[src/core/nfh_defines.svh]
// Constants of the flash host port: command codes, address cycles and timing
`ifndef NFH_DEFINES_SVH
`define NFH_DEFINES_SVH
// ----------------------------------------
// Command codes
// ----------------------------------------
`define NFH_CMD_READ1 8'h00
`define NFH_CMD_READ2 8'h30
`define NFH_CMD_PROG1 8'h80
`define NFH_CMD_PROG2 8'h10
`define NFH_CMD_ERASE1 8'h60
`define NFH_CMD_ERASE2 8'hd0
`define NFH_CMD_RESET 8'hff
`define NFH_CMD_STATUS 8'h70
// ----------------------------------------
// Address cycles
// ----------------------------------------
`define NFH_ADDR_CYC_FULL 3'h5
`define NFH_ADDR_CYC_ROW 3'h3
`define NFH_ADDR_FIRST_ROW 3'h2
// ----------------------------------------
// Timing, in ns, and derived cycle counts
// ----------------------------------------
`define NFH_CLK_NS 20
`define NFH_RD_CYCLE_NS 25
`define NFH_RD_ACCESS_NS 20
`define NFH_SETTLE_NS 100
`define NFH_RD_ACCESS_CYC ((`NFH_RD_ACCESS_NS + `NFH_CLK_NS - 1) / `NFH_CLK_NS)
`define NFH_SETTLE_CYC ((`NFH_SETTLE_NS + `NFH_CLK_NS - 1) / `NFH_CLK_NS)
// ----------------------------------------
// Page size in bytes
// ----------------------------------------
`define NFH_PAGE_BYTES 4224
`endif

[src/core/nfh_pkg.sv]
// Types of the flash host port
`default_nettype none
package nfh_pkg;
    // Operations requested on the user command port
    typedef enum logic [2:0] {
        NFH_OP_READ = 3'h0,
        NFH_OP_PROG = 3'h1,
        NFH_OP_ERASE = 3'h2,
        NFH_OP_RESET = 3'h3,
        NFH_OP_STATUS = 3'h4
    } nfh_op_t;
    // Sequencer states, one-hot
    typedef enum logic [5:0] {
        NFH_S_IDLE = 6'h01,
        NFH_S_CMD = 6'h02,
        NFH_S_ADDR = 6'h04,
        NFH_S_WDAT = 6'h08,
        NFH_S_WAIT = 6'h10,
        NFH_S_RDAT = 6'h20
    } nfh_state_t;
endpackage
`default_nettype wire

[src/core/nfh_ctrl.sv]
// Host controller for an 8-bit multiplexed NAND flash port, with write FIFO
`include "nfh_defines.svh"
`default_nettype none

// ----------------------------------------
// Write data FIFO
// ----------------------------------------
module nfh_fifo #(
    parameter int WIDTH = 8,
    parameter int DEPTH = 8
) (
    // Clock and reset
    input wire logic clk_i,
    input wire logic resetn_i,
    // Filling side
    input wire logic in_valid_i,
    input wire logic [WIDTH-1:0] in_data_i,
    output logic in_ready_o,
    // Draining side
    output logic out_valid_o,
    output logic [WIDTH-1:0] out_data_o,
    input wire logic out_ready_i
);
    localparam int AW = $clog2(DEPTH);
    logic [WIDTH-1:0] mem_r [DEPTH]; // Storage words
    logic [AW-1:0] wp_r, wp_nxt; // Write index
    logic [AW-1:0] rp_r, rp_nxt; // Read index
    logic [AW:0] cnt_r, cnt_nxt; // Fill level
    logic in_ready_nxt; // Room left after this cycle
    logic push, pop;

    // Next indices and level
    always_comb begin
        push = in_valid_i && in_ready_o;
        pop = out_valid_o && out_ready_i;
        wp_nxt = push ? ((wp_r == AW'(DEPTH - 1)) ? '0 : wp_r + 1'b1) : wp_r;
        rp_nxt = pop ? ((rp_r == AW'(DEPTH - 1)) ? '0 : rp_r + 1'b1) : rp_r;
        cnt_nxt = cnt_r + (AW + 1)'(push) - (AW + 1)'(pop);
        in_ready_nxt = (cnt_nxt != (AW + 1)'(DEPTH));
    end

    // Register indices, level and storage
    always_ff @(posedge clk_i or negedge resetn_i) begin
        if (!resetn_i) begin
            wp_r <= '0;
            rp_r <= '0;
            cnt_r <= '0;
            in_ready_o <= 1'b1;
        end else begin
            wp_r <= wp_nxt;
            rp_r <= rp_nxt;
            cnt_r <= cnt_nxt;
            // Registered so that the not-full flag leaves the block from a flop
            in_ready_o <= in_ready_nxt;
        end
    end
    always_ff @(posedge clk_i) begin
        if (push) begin
            mem_r[wp_r] <= in_data_i;
        end
    end

    // Empty flag and head word
    assign out_valid_o = (cnt_r != '0);
    assign out_data_o = mem_r[rp_r];
endmodule

// ----------------------------------------
// Flash host sequencer
// ----------------------------------------
module nfh_ctrl
    import nfh_pkg::*;
#(
    parameter int FIFO_DEPTH = 8,
    parameter int LEN_W = 13
) (
    // Clock and reset
    input wire logic clk_i,
    input wire logic resetn_i,
    // User command port
    input wire logic cmd_valid_i,
    input wire nfh_pkg::nfh_op_t cmd_op_i,
    input wire logic [39:0] cmd_addr_i,
    input wire logic [LEN_W-1:0] cmd_len_i,
    output logic cmd_ready_o,
    output logic done_o,
    // Program data in
    input wire logic wr_valid_i,
    input wire logic [7:0] wr_data_i,
    output logic wr_ready_o,
    // Read and status data out
    output logic rd_valid_o,
    output logic [7:0] rd_data_o,
    // Flash pins
    output logic ce_n_o,
    output logic cle_o,
    output logic ale_o,
    output logic we_n_o,
    output logic read_strobe_n_o,
    output logic wp_n_o,
    input wire logic [7:0] shared_io_bus_i,
    output logic [7:0] shared_io_bus_o,
    output logic shared_io_bus_oe_o,
    input wire logic rb_n_i
);
    import nfh_pkg::*;
    localparam logic [2:0] ACC = 3'(`NFH_RD_ACCESS_CYC);
    localparam logic [2:0] SETTLE = 3'(`NFH_SETTLE_CYC);

    nfh_state_t st_r, st_nxt; // Sequencer state
    nfh_op_t op_r, op_nxt; // Current operation
    logic [1:0] stage_r, stage_nxt; // 0 first cmd, 1 second cmd, 2 status cmd
    logic [2:0] ph_r, ph_nxt; // Strobe phase
    logic [2:0] aidx_r, aidx_nxt; // Address cycle index
    logic [39:0] addr_r, addr_nxt; // Column and row address
    logic [LEN_W-1:0] len_r, len_nxt; // Bytes left
    logic [7:0] cbyte_r, cbyte_nxt; // Command byte to issue
    logic rb_s1_r, rb_s2_r, rb_q_r; // R/B synchroniser
    logic ce_nxt, cle_nxt, ale_nxt, we_nxt, rds_nxt, wp_nxt, oe_nxt;
    logic [7:0] bus_nxt, rd_nxt;
    logic rdv_nxt, done_nxt, rdy_nxt, fifo_pop;
    logic fifo_v;
    logic [7:0] fifo_d;

    // Write data buffer; the sequencer drains it one byte per WE cycle
    nfh_fifo #(.WIDTH(8), .DEPTH(FIFO_DEPTH)) u_fifo (
        .clk_i(clk_i),
        .resetn_i(resetn_i),
        .in_valid_i(wr_valid_i),
        .in_data_i(wr_data_i),
        .in_ready_o(wr_ready_o),
        .out_valid_o(fifo_v),
        .out_data_o(fifo_d),
        .out_ready_i(fifo_pop)
    );

    // Two-flop synchroniser plus a qualified copy for the sequencer
    always_ff @(posedge clk_i or negedge resetn_i) begin
        if (!resetn_i) begin
            rb_s1_r <= 1'b0;
            rb_s2_r <= 1'b0;
            rb_q_r <= 1'b0;
        end else begin
            rb_s1_r <= rb_n_i;
            rb_s2_r <= rb_s1_r;
            rb_q_r <= rb_s2_r;
        end
    end

    // Sequencer next state and pin values
    always_comb begin
        st_nxt = st_r;
        op_nxt = op_r;
        stage_nxt = stage_r;
        ph_nxt = ph_r;
        aidx_nxt = aidx_r;
        addr_nxt = addr_r;
        len_nxt = len_r;
        cbyte_nxt = cbyte_r;
        ce_nxt = ce_n_o;
        cle_nxt = cle_o;
        ale_nxt = ale_o;
        we_nxt = we_n_o;
        rds_nxt = read_strobe_n_o;
        wp_nxt = wp_n_o;
        oe_nxt = shared_io_bus_oe_o;
        bus_nxt = shared_io_bus_o;
        rd_nxt = rd_data_o;
        rdv_nxt = 1'b0;
        done_nxt = 1'b0;
        fifo_pop = 1'b0;
        case (st_r)
            NFH_S_IDLE: begin
                ce_nxt = 1'b1;
                oe_nxt = 1'b0;
                // New work only while the device reports ready
                if (cmd_valid_i && cmd_ready_o) begin
                    op_nxt = cmd_op_i;
                    addr_nxt = cmd_addr_i;
                    len_nxt = cmd_len_i;
                    stage_nxt = 2'h0;
                    ph_nxt = '0;
                    ce_nxt = 1'b0;
                    // Lift protection only for program and erase
                    wp_nxt = (cmd_op_i == NFH_OP_PROG) || (cmd_op_i == NFH_OP_ERASE);
                    case (cmd_op_i)
                        NFH_OP_READ: cbyte_nxt = `NFH_CMD_READ1;
                        NFH_OP_PROG: cbyte_nxt = `NFH_CMD_PROG1;
                        NFH_OP_ERASE: cbyte_nxt = `NFH_CMD_ERASE1;
                        NFH_OP_RESET: cbyte_nxt = `NFH_CMD_RESET;
                        default: begin
                            // Undefined codes run as a plain status read
                            op_nxt = NFH_OP_STATUS;
                            cbyte_nxt = `NFH_CMD_STATUS;
                        end
                    endcase
                    st_nxt = NFH_S_CMD;
                end
            end
            NFH_S_CMD: begin
                if (ph_r == '0) begin
                    // Command on bus with CLE, WE low
                    cle_nxt = 1'b1;
                    ale_nxt = 1'b0;
                    oe_nxt = 1'b1;
                    bus_nxt = cbyte_r;
                    we_nxt = 1'b0;
                    ph_nxt = 3'h1;
                end else begin
                    we_nxt = 1'b1;
                    ph_nxt = '0;
                    if (stage_r == 2'h2 || op_r == NFH_OP_STATUS) begin
                        len_nxt = LEN_W'(1);
                        st_nxt = NFH_S_RDAT;
                    end else if (stage_r == 2'h1 || op_r == NFH_OP_RESET) begin
                        st_nxt = NFH_S_WAIT;
                    end else begin
                        // Erase skips the column cycles
                        aidx_nxt = (op_r == NFH_OP_ERASE) ? `NFH_ADDR_FIRST_ROW : '0;
                        st_nxt = NFH_S_ADDR;
                    end
                end
            end
            NFH_S_ADDR: begin
                if (ph_r == '0) begin
                    cle_nxt = 1'b0;
                    ale_nxt = 1'b1;
                    oe_nxt = 1'b1;
                    bus_nxt = addr_r[8*aidx_r +: 8];
                    we_nxt = 1'b0;
                    ph_nxt = 3'h1;
                end else begin
                    we_nxt = 1'b1;
                    ph_nxt = '0;
                    aidx_nxt = aidx_r + 3'h1;
                    if (aidx_r == `NFH_ADDR_CYC_FULL - 3'h1) begin
                        stage_nxt = 2'h1;
                        if (op_r == NFH_OP_PROG) begin
                            st_nxt = NFH_S_WDAT;
                        end else begin
                            cbyte_nxt = (op_r == NFH_OP_READ) ? `NFH_CMD_READ2
                                                               : `NFH_CMD_ERASE2;
                            st_nxt = NFH_S_CMD;
                        end
                    end
                end
            end
            NFH_S_WDAT: begin
                if (ph_r == '0) begin
                    ale_nxt = 1'b0;
                    // Stall while the FIFO is empty
                    if (len_r == '0) begin
                        cbyte_nxt = `NFH_CMD_PROG2;
                        st_nxt = NFH_S_CMD;
                    end else if (fifo_v) begin
                        fifo_pop = 1'b1;
                        oe_nxt = 1'b1;
                        bus_nxt = fifo_d;
                        we_nxt = 1'b0;
                        len_nxt = len_r - LEN_W'(1);
                        ph_nxt = 3'h1;
                    end
                end else begin
                    we_nxt = 1'b1;
                    ph_nxt = '0;
                end
            end
            NFH_S_WAIT: begin
                cle_nxt = 1'b0;
                ale_nxt = 1'b0;
                oe_nxt = 1'b0;
                // Let R/B fall, then wait for ready
                if (ph_r != SETTLE) begin
                    ph_nxt = ph_r + 3'h1;
                end else if (rb_q_r) begin
                    ph_nxt = '0;
                    wp_nxt = 1'b0;
                    if (op_r == NFH_OP_READ) begin
                        st_nxt = NFH_S_RDAT;
                    end else if (op_r == NFH_OP_RESET) begin
                        done_nxt = 1'b1;
                        st_nxt = NFH_S_IDLE;
                    end else begin
                        stage_nxt = 2'h2;
                        cbyte_nxt = `NFH_CMD_STATUS;
                        st_nxt = NFH_S_CMD;
                    end
                end
            end
            NFH_S_RDAT: begin
                cle_nxt = 1'b0;
                oe_nxt = 1'b0;
                if (len_r == '0) begin
                    done_nxt = 1'b1;
                    st_nxt = NFH_S_IDLE;
                end else if (ph_r == '0) begin
                    rds_nxt = 1'b0;
                    ph_nxt = 3'h1;
                end else if (ph_r != ACC + 3'h1) begin
                    ph_nxt = ph_r + 3'h1;
                end else begin
                    // Sample after the access delay, then end the read cycle
                    rd_nxt = shared_io_bus_i;
                    rdv_nxt = 1'b1;
                    rds_nxt = 1'b1;
                    len_nxt = len_r - LEN_W'(1);
                    ph_nxt = '0;
                end
            end
            default: begin
                st_nxt = NFH_S_IDLE;
            end
        endcase
        rdy_nxt = (st_nxt == NFH_S_IDLE) && rb_s2_r && !(st_r == NFH_S_IDLE && cmd_valid_i
                  && cmd_ready_o);
    end

    // Register sequencer state and all pin outputs
    always_ff @(posedge clk_i or negedge resetn_i) begin
        if (!resetn_i) begin
            st_r <= NFH_S_IDLE;
            op_r <= NFH_OP_READ;
            stage_r <= '0;
            ph_r <= '0;
            aidx_r <= '0;
            addr_r <= '0;
            len_r <= '0;
            cbyte_r <= '0;
            ce_n_o <= 1'b1;
            cle_o <= 1'b0;
            ale_o <= 1'b0;
            we_n_o <= 1'b1;
            read_strobe_n_o <= 1'b1;
            wp_n_o <= 1'b0;
            shared_io_bus_oe_o <= 1'b0;
            shared_io_bus_o <= '0;
            rd_data_o <= '0;
            rd_valid_o <= 1'b0;
            done_o <= 1'b0;
            cmd_ready_o <= 1'b0;
        end else begin
            st_r <= st_nxt;
            op_r <= op_nxt;
            stage_r <= stage_nxt;
            ph_r <= ph_nxt;
            aidx_r <= aidx_nxt;
            addr_r <= addr_nxt;
            len_r <= len_nxt;
            cbyte_r <= cbyte_nxt;
            ce_n_o <= ce_nxt;
            cle_o <= cle_nxt;
            ale_o <= ale_nxt;
            we_n_o <= we_nxt;
            read_strobe_n_o <= rds_nxt;
            wp_n_o <= wp_nxt;
            shared_io_bus_oe_o <= oe_nxt;
            shared_io_bus_o <= bus_nxt;
            rd_data_o <= rd_nxt;
            rd_valid_o <= rdv_nxt;
            done_o <= done_nxt;
            cmd_ready_o <= rdy_nxt;
        end
    end

    // ----------------------------------------
    // Checks
    // ----------------------------------------
    logic [2:0] acnt_h; // Address cycles since last command other than READ2 or ERASE2
    always_ff @(posedge clk_i or negedge resetn_i) begin
        if (!resetn_i) begin
            acnt_h <= '0;
        end else if (!we_n_o && cle_o) begin
            acnt_h <= (cbyte_r == `NFH_CMD_READ2 || cbyte_r == `NFH_CMD_ERASE2) ? acnt_h : '0;
        end else if (!we_n_o && ale_o && we_nxt) begin
            acnt_h <= acnt_h + 3'h1;
        end
    end
endmodule
`default_nettype wire

[config.mk]
export PLATFORM = sky130hd
export DESIGN_NAME = nfh_ctrl
export DESIGN_NICKNAME = d
export VERILOG_FILES = /design/src/core/nfh_pkg.sv /design/src/core/nfh_ctrl.sv
export VERILOG_INCLUDE_DIRS = /design/src /design/src/core
export SDC_FILE = /design/constraint.sdc
export NUM_CORES = 1
export LEC_CHECK = 0
export BUFFER_PORTS_ARGS = -buffer_cell sky130_fd_sc_hd__buf_2
export CORE_MARGIN = 2
export CORE_UTILIZATION = 55
export CTS_BUF_LIST = sky130_fd_sc_hd__clkbuf_8
export DETAILED_ROUTE_END_ITERATION = 12
export GPL_TIMING_DRIVEN = 1
export PLACE_DENSITY = 0.86
export SLEW_MARGIN = 15
export SYNTH_ARGS = -nofsm -noshare
export SYNTH_HDL_FRONTEND = slang
export SYNTH_SLANG_ARGS = --single-unit
export TNS_END_PERCENT = 1
[constraint.sdc]
create_clock -name clk_i -period 9.2 [get_ports clk_i]
set_input_delay 0.46 -clock clk_i [delete_from_list [all_inputs] [get_ports clk_i]]
set_output_delay 0.46 -clock clk_i [all_outputs]
set_load 0.05 [all_outputs]
Word-level counts from Yosys, hierarchy flattened
Memory sizes are Yosys's and may differ from the RTL's.
Cells that the tools add are included.
{"block": "classes", "reduce_logical": 46, "n_mux": 108, "n_eq_ne": 49, "bitwise_logic": 3, "shifts": 1, "add_sub_neg": 7}
{"operator": "$mux W8", "count": 16}
{"operator": "$mux W13", "count": 9}
{"operator": "$mux W6", "count": 11}
{"operator": "$pmux W8 S4", "count": 2}
{"operator": "$pmux W13 S4", "count": 1}
{"operator": "$mux W3", "count": 16}
{"operator": "$ne A2 B2 Y1 const B", "count": 21}
{"operator": "$shiftx A40 B7 Y8", "count": 1}
{"operator": "$pmux W6 S6", "count": 1}
{"operator": "$mux W1", "count": 31}
{"operator": "$pmux W8 S3", "count": 1}
{"operator": "$mux W2", "count": 9}
{"operator": "$pmux W3 S5", "count": 1}
{"operator": "$reduce_bool A3 Y1", "count": 5}
{"operator": "$logic_not A13 Y1", "count": 1}
{"operator": "$sub A13 B1 Y13 const B", "count": 1}
{"operator": "$add A3 B1 Y3 const B", "count": 4}
{"operator": "$eq A3 B2 Y1 const B", "count": 4}
{"operator": "$eq A3 B3 Y1 const B", "count": 4}
{"operator": "$eq A6 B1 Y1 const B", "count": 2}
{"operator": "$reduce_and A3 Y1", "count": 4}
{"operator": "$reduce_and A6 Y1", "count": 2}
{"operator": "$reduce_bool A4 Y1", "count": 3}
{"operator": "$reduce_and A11 Y1", "count": 1}
{"operator": "other kinds (35)", "count": 63}
{"block": "totals", "out_inout_bits": 27, "ramBits": 64, "elab_cells": 242, "regBits": 118, "memories": 1, "input_bits": 77}
{"memory": "u_fifo.mem_r", "words": 8, "width": 8, "read_ports": 1, "rd_clocked_by_memory_dff": 0, "write_ports": 1, "line_no": "nfh_ctrl.sv:25", "rtl": "logic [WIDTH-1:0] mem_r [DEPTH];"}

Longest topological paths before layout
Gate-level depths: netlist (run 1).
{"block": "logic_depth", "depth_word": 9, "mapped_depth": 13, "ltp_nobuf": 12}

Cells and area by module
From an unflattened synthesis (run 1), not the netlist that was laid out.
{"block": "unflattened", "cells_unflattened": 754, "area_unflattened_um2": 8663.3}
{"mod": "nfh_ctrl", "n_inst": 1, "seq_area_each_um2": 2607.5, "area_per_inst_um2": 5545.3, "cells_per_inst": 600}
{"mod": "nfh_fifo", "n_inst": 1, "seq_area_each_um2": 2198.4, "area_per_inst_um2": 3118.0, "cells_per_inst": 154}

Worst setup path after synthesis (run 1)
OpenSTA, ideal clock, no wires.
{"block": "synth_path", "path_kind": "reg2reg", "startpoint": "register ph_r[1]", "endpoint": "register u_fifo.in_ready_o", "t_required_ns": 9.100, "synth_period_minus_slack_ns": 3.429, "slack_ns": 5.771, "stages_incl_launch_ff": 14, "setup_ns": 0.100, "path_buffers": 3, "t_arrival_ns": 3.328, "cell_sequence": "dfrtp_1 clkbuf_1 or3_1 clkbuf_1 nor3_1 and3_1 clkbuf_1 ha_1 inv_1 ha_1 inv_1 fa_1 inv_1 or4b_2"}
{"block": "synth_via", "elab_chain_cells": 6}
{"element": "from (decl)", "line_no": "nfh_ctrl.sv:113", "rtl": "logic [2:0] ph_r, ph_nxt;"}
{"element": "from (signal assigned)", "line_no": "nfh_ctrl.sv:345", "rtl": "ph_r <= ph_nxt;"}
{"element": "$logic_not A3 Y1", "line_no": "nfh_ctrl.sv:249", "rtl": "if (ph_r == '0) begin"}
{"element": "$mux W1", "line_no": "nfh_ctrl.sv:249"}
{"element": "$mux W1", "line_no": "nfh_ctrl.sv:172", "rtl": "case (st_r)"}
{"element": "$logic_and A1 B1 Y1", "line_no": "nfh_ctrl.sv:35", "rtl": "pop = out_valid_o && out_ready_i;"}
{"element": "net u_fifo.pop", "line_no": "nfh_ctrl.sv:30", "rtl": "logic push, pop;"}
{"element": "$sub A4 B1 Y4", "line_no": "nfh_ctrl.sv:38", "rtl": "cnt_nxt = cnt_r + (AW + 1)'(push) - (AW + 1)'(pop);"}
{"element": "net u_fifo.cnt_nxt[1]", "line_no": "nfh_ctrl.sv:28", "rtl": "logic [AW:0] cnt_r, cnt_nxt;"}
{"element": "$ne A4 B4 Y1", "line_no": "nfh_ctrl.sv:39", "rtl": "in_ready_nxt = (cnt_nxt != (AW + 1)'(DEPTH));"}
{"element": "net u_fifo.in_ready_nxt", "line_no": "nfh_ctrl.sv:29", "rtl": "logic in_ready_nxt;"}
{"element": "to (signal assigned)", "line_no": "nfh_ctrl.sv:54", "rtl": "in_ready_o <= in_ready_nxt;"}
{"element": "to (decl)", "line_no": "nfh_ctrl.sv:18", "rtl": "output logic in_ready_o,"}
The timed path passes the listed nets, and every way through them passes these cells.
A chain may end at the register's enable or synchronous reset.

Final worst setup path (run 1)
{"block": "layout_path", "startpoint": "register len_r[0]", "endpoint": "register u_fifo.in_ready_o"}
{"block": "layout_via", "elab_chain_cells": 7}
{"element": "from (decl)", "line_no": "nfh_ctrl.sv:116", "rtl": "logic [LEN_W-1:0] len_r, len_nxt;"}
{"element": "from (signal assigned)", "line_no": "nfh_ctrl.sv:348", "rtl": "len_r <= len_nxt;"}
{"element": "$logic_not A13 Y1", "line_no": "nfh_ctrl.sv:252", "rtl": "if (len_r == '0) begin"}
{"element": "$mux W1", "line_no": "nfh_ctrl.sv:252"}
{"element": "$mux W1", "line_no": "nfh_ctrl.sv:249"}
{"element": "$mux W1", "line_no": "nfh_ctrl.sv:172"}
{"element": "$logic_and A1 B1 Y1", "line_no": "nfh_ctrl.sv:35"}
{"element": "$sub A4 B1 Y4", "line_no": "nfh_ctrl.sv:38"}
{"element": "net u_fifo.cnt_nxt[1]", "line_no": "nfh_ctrl.sv:28"}
{"element": "$ne A4 B4 Y1", "line_no": "nfh_ctrl.sv:39"}
{"element": "net u_fifo.in_ready_nxt", "line_no": "nfh_ctrl.sv:29"}
The timed path passes the listed nets, and every way through them passes these cells.

==> flow_summary.ini, run 1 <==
[synthesis]
yosys.area.top_type_share = 0.316
synth_top_cell_by_area = dfrtp_1
synthTopCellsByArea = dfrtp_1, edfxtp_1, nand2_1
synthCells = 755
synthesis.nets = 845
synth-seq-cells = 179
yosysWarnings = 0
synth_seq_area_share = 0.551
syn_avg_cell_area_um2 = 11.6
async_flop_share = 0.642
synth_cell_types = 79
synth_area_um2 = 8720
synth_edf_count = 64
synthFlopType = dfrtp_1

[worst_setup_path]
r2r_slack_ns = 5.51
cp-end-kind = register
timing.rr.start = len_r[0]
start_kind = register
crit_fanout = 8
crit_type = reg -> reg
timing.critical_path.from = len_r[0]
cp.arrival_ns = 4.07
worst-endpoint-required_ns = 9.58

[placement]
gp_congestion = 0.910
hpwlAfterDp_um = 14400
port_buffers = 103

[clock_tree]
clk_pin_slew_ns = 0.10
numCtsBuffers = 17
cts_setup_buffers = 0
ctsResizeCount = 0
cts_root_buffer = clkbuf_8
h-tree-depth = 4
cts_tree = done
clock-sinks = 179
clk_latency_ns = 0.47
hold_buffers = 0
cts_buffer_depth = 2

[floorplanning]
die_area_um2 = 16900
rows = 46
die-width_um = 130
start_util = 0.555
die-height_um = 130
ioPinCount = 104
core_um2 = 15700

[sta]
rsz0062_at_grt = no
min_period_over_period = 0.401
setup_viol = 0
final.min_clock_period_ns = 3.69
max_freq_mhz = 271
drv_slew = 0
relSlewSlack = 0.181
hold_ws_ns = 0.00401
tns_ns = 0
worst_slew_pin_slew_ns = 1.23
hold_viol = 0
clock_skew_ns = 0.00981

[final_layout]
nFillCells = 1207
final_common_cell = nand2_1
n_antenna_cell = 0
nNetsFinal = 930
drive_gt1_frac = 0.258
layout_common_cells = nand2_1, dfrtp_1, buf_2
area_growth_pct = 11.8

[global_route]
grt_pass1_wl_um = 32900
overflow = 0
grt_max_degree = 65
groute.usage.overall = 0.258
antenna_found_initial = 0
grt_pass1_vias = 6439

[pwr]
power_density_nw_per_um2 = 280
vdd_drop_max_uv = 175
leakage_nw = 4.15

[routing]
wl_per_cell_um = 19.1
vias = 6396
drt-total-wl_um = 20400
drtIter0Drc = 626
drt_pass1_iterations = 5
route.detailed.drc = 0
vias_per_cell = 5.98
postRouteAntennaNets = 0

[min_path]
hold_class = in -> async

[run_status]
outcome = finished, final reports clean

[job]
max-cap-violations = 0
## state kept, by name (all words and copies together), names as in the netlist, 2 cells and up
register	count
st_r	6
aidx_r	3
u_fifo.mem_r	64
u_fifo.rp_r	3
shared_io_bus_o	8
u_fifo.cnt_r	4
ph_r	3
len_r	13
stage_r	2
rd_data_o	8
cbyte_r	5
op_r	3
u_fifo.wp_r	3
addr_r	40
## cell families after synthesis
kind of cell             count (synthesis)  synth area share
AO/OA/AOI/OAI                          139             0.119
XOR/XNOR                                 8           0.00803
adder cells (fa/ha/maj)                 14            0.0207
buffers and inverters                   73            0.0344
flip-flops                             179             0.551
multiplexers                            71             0.117
AND/OR/NAND/NOR                        271             0.150
## area by class of cell
class | instances | area (um^2) | area share
clock buffer | 17 | 234 | 0.0240
inverter | 28 | 105 | 0.0108
sequential | 179 | 4810 | 0.493
timing repair buffer | 111 | 578 | 0.0593
multi-input combinational | 503 | 3610 | 0.371
tap | 216 | 270 | 0.0277
clock inverter | 15 | 141 | 0.0145
## worst max-delay path, stage by stage, from the launching register on
cell	delay, ns
dfrtp_1	0.39
inv_1	0.10
ha_1	0.23
nor4b_4	0.40
nand4b_1	0.33
and3_1	0.35
ha_1	0.31
inv_1	0.06
ha_1	0.16
inv_1	0.06
fa_1	0.50
inv_1	0.05
or4b_2	0.66
## synth_stat cells, types with 7 or more instances
library cell and n:
a21oi_1 18, a22oi_1 10, buf_2 15, clkbuf_1 26, dfrtp_1 110, edfxtp_1 64
ha_1 12, inv_1 28, mux2_2 31, mux2i_1 15, mux4_2 21, nand2_1 139
nand2b_1 7, nand3_1 18, nor2_1 31, nor3_1 19, o211ai_1 12, o21ai_0 23
o2bb2ai_1 11
## final timing paths
| kind | cells past startpoint | endpoint |
|---|---|---|
| max in group asynchronous | 2 | shared_io_bus_o[7] |
| worst max-delay path | 12 | u_fifo.in_ready_o |
| worst min-delay path | 1 | wp_n_o |
| min in group clk_i | 1 | rb_s1_r |
| worst max register to register | 12 | u_fifo.in_ready_o |
| worst min register to register | 0 | rb_s2_r |
## routing by layer
metal | global-route usage | routed length (um) | vias up | part of all wire
met5 | 0 | 0 | - | 0
met4 | 0.0961 | 438 | 0 | 0.021
met3 | 0.0533 | 1250 | 34 | 0.061
met2 | 0.433 | 10400 | 245 | 0.51
met1 | 0.334 | 8350 | 3148 | 0.41
li1 | - | - | 2969 | -
## metrics by stage
step,power (mW),worst slack (ns),std cells,area [um^2],utilization
5_1_grt,2.89,5.24,1069,9750,0.621
2_1_floorplan,1.95,5.77,755,8720,-
3_3_place_gp,2.18,5.66,1037,9370,0.597
3_5_place_dp,2.22,5.54,1037,9370,0.597
4_1_cts,2.73,5.52,1069,9750,0.620
6_report,2.73,5.51,1069,9750,0.621
## power by group
| group | internal (mW) | switching [mW] | leakage [nW] |
|---|---|---|---|
| clock | 0.199 | 0.311 | 0.188 |
| combinational | 0.396 | 0.610 | 1.95 |
| sequential | 1.05 | 0.165 | 2.01 |
No activity file was read; power rests on OpenSTA's default activity.
==> inputs of run 2 (changes only) <==
Settings changed: PLACE_DENSITY 0.86 to 0.89.
Clock period 9.2 ns to 3 ns, I/O delays scaled along.
==> run 2 against run 1 <==
  * Critical endpoint unchanged
  * Clock power rose to 3.2 times the previous value
  * Design area rose by 11%
  * Highest routed layer unchanged
  * Routed wire length rose by 10%
  * Combinational power rose to 3.4 times the previous value
  * Final cell count rose by 9.7%
  * Largest cell class unchanged
==> flow_summary.ini, run 2 (synthesis gave the netlist of run 1 again) <==
[run_status]
outcome = finished, final reports clean

[sta]
hold_ws_ns = 0.0366
drv_slew = 0
worst_slew_pin_slew_ns = 0.980
min_period_over_period = 0.956
rsz0062_at_grt = no
max_freq_mhz = 349
clock_skew_ns = 0.0284
setup_viol = 0
relSlewSlack = 0.346
hold_viol = 0
final.min_clock_period_ns = 2.87

[final_layout]
nNetsFinal = 1034
top_regs = u_fifo.mem_r (64), addr_r (40), len_r (13)
top_register = u_fifo.mem_r
layout_common_cells = nand2_1, dfrtp_1, buf_2
final_common_cell = nand2_1
largest_reg_flops = 64
n_antenna_cell = 0
area_growth_pct = 24.0
fin_cells = 1173
drive_gt1_frac = 0.277

[clock_tree]
cts_buffer_depth = 2
clock-sinks = 179
clk_pin_slew_ns = 0.10
h-tree-depth = 4
numCtsBuffers = 17
clk_latency_ns = 0.50
cts_root_buffer = clkbuf_8
cts_tree = done

[floorplanning]
die-width_um = 130
rows = 46
start_util = 0.555
die_area_um2 = 16900
core_um2 = 15700
ioPinCount = 104
die-height_um = 130

[routing]
route.detailed.drc = 0
drtIter0Drc = 743
postRouteAntennaNets = 0
wl_per_cell_um = 19.2
drt-total-wl_um = 22500
vias_per_cell = 6.00
drt_pass1_iterations = 8
vias = 7037

[worst_setup_path]
cp_num_buf_inv = 4
worst-endpoint-required_ns = 3.40
max_stage_delay_ns = 0.53
cp-end-kind = register
path_cells = inv_2, ha_4, nor4b_4, nand4b_1, and3_4, ha_4, inv_2, ha_4, inv_2, fa_1, inv_1, or4b_4
cp.arrival_ns = 3.27
crit_type = reg -> reg
start_kind = register
cp_slowest_cell = fa_1
crit_fanout = 4
critPathTopFamily = simple AND/OR/NAND/NOR gates

[global_route]
grt_pass1_vias = 7021
overflow = 0
grt_pass1_wl_um = 36000
grt_max_degree = 55
groute.usage.overall = 0.280
antenna_found_initial = 0

[pwr]
vdd_drop_max_uv = 455
power_mw = 8.81
leakage_nw = 4.64
power_density_nw_per_um2 = 815

[placement]
hpwlAfterDp_um = 14700
gp_congestion = 0.964
dp_cells = 1073
port_buffers = 103

[job]
max-cap-violations = 0

[min_path]
hold_class = in -> reg
==> run 2: changes by cell type in the layout (fill, tap and decap cells not counted), sizes merged <==
cell,delta
dlygate4sd3,+68
buf,+36
clkinv,+4
clkinvlp,-2
inv,-2
==> run 2: through the flow <==
stage	worst slack, ns	TNS [ns]	util	instance area, um^2
3_3_place_gp	0.0993	0	0.618	9710
5_1_grt	0.0227	0	0.688	10800
3_5_place_dp	0.0317	0	0.618	9710
6_report	0.131	0	0.688	10800
2_1_floorplan	-0.0776	-0.0776	-	8770
4_1_cts	0.0145	0	0.686	10800
==> run 2: final timing paths <==
kind | from | to | slack (ns) | cells after the start
worst max-delay path | len_r[0] | u_fifo.in_ready_o | 0.13 | 12
worst min-delay path | cmd_len_i[5] | len_r[5] | 0.04 | 3
worst max register to register | len_r[0] | u_fifo.in_ready_o | 0.13 | 12
worst min register to register | rb_s1_r | rb_s2_r | 0.37 | 0
max in group asynchronous | resetn_i | ale_o | 2.09 | 3
min in group asynchronous | resetn_i | len_r[6] | 0.20 | 2
==> run 2: power breakdown <==
part	internal [mW]	total [mW]	switching [mW]
sequential	3.21	3.70	0.488
combinational	1.43	3.48	2.05
clock	0.626	1.63	1.01
total	5.27	8.81	3.55
==> run 2: routing by layer <==
metal	GRT usage	vias up	share of wire	routed length (um)
li1	-	3176	-	-
met1	0.348	3417	0.39	8680
met2	0.469	371	0.50	11400
met3	0.0685	73	0.072	1620
met4	0.123	0	0.038	861
met5	0	-	0	0
==> run 2: what timing repair did <==
item	in CTS	in global routing
setup endpoints to repair	0	1
gates resized for setup	0	8
endpoints found under the hold margin	159	0
buffers inserted	0	0
hold buffers	68	0
==> run 2: worst reg2reg max path: stages, from the launching register on <==
cell and delay (ns):
dfrtp_1 0.40, inv_2 0.09, ha_4 0.15, nor4b_4 0.23
nand4b_1 0.18, and3_4 0.24, ha_4 0.21, inv_2 0.06
ha_4 0.12, inv_2 0.04, fa_1 0.53, inv_1 0.06
or4b_4 0.50
==> run 2: area by class of cell <==
class                           instances  area (um^2)
Fill cell                            1050         4900
Sequential cell                       179         4810
Multi-Input combinational cell        503         3680
Timing Repair Buffer                  215         1550
Tap cell                              216          270
Clock buffer                           17          234
Clock inverter                         15          164
Inverter                               28          105
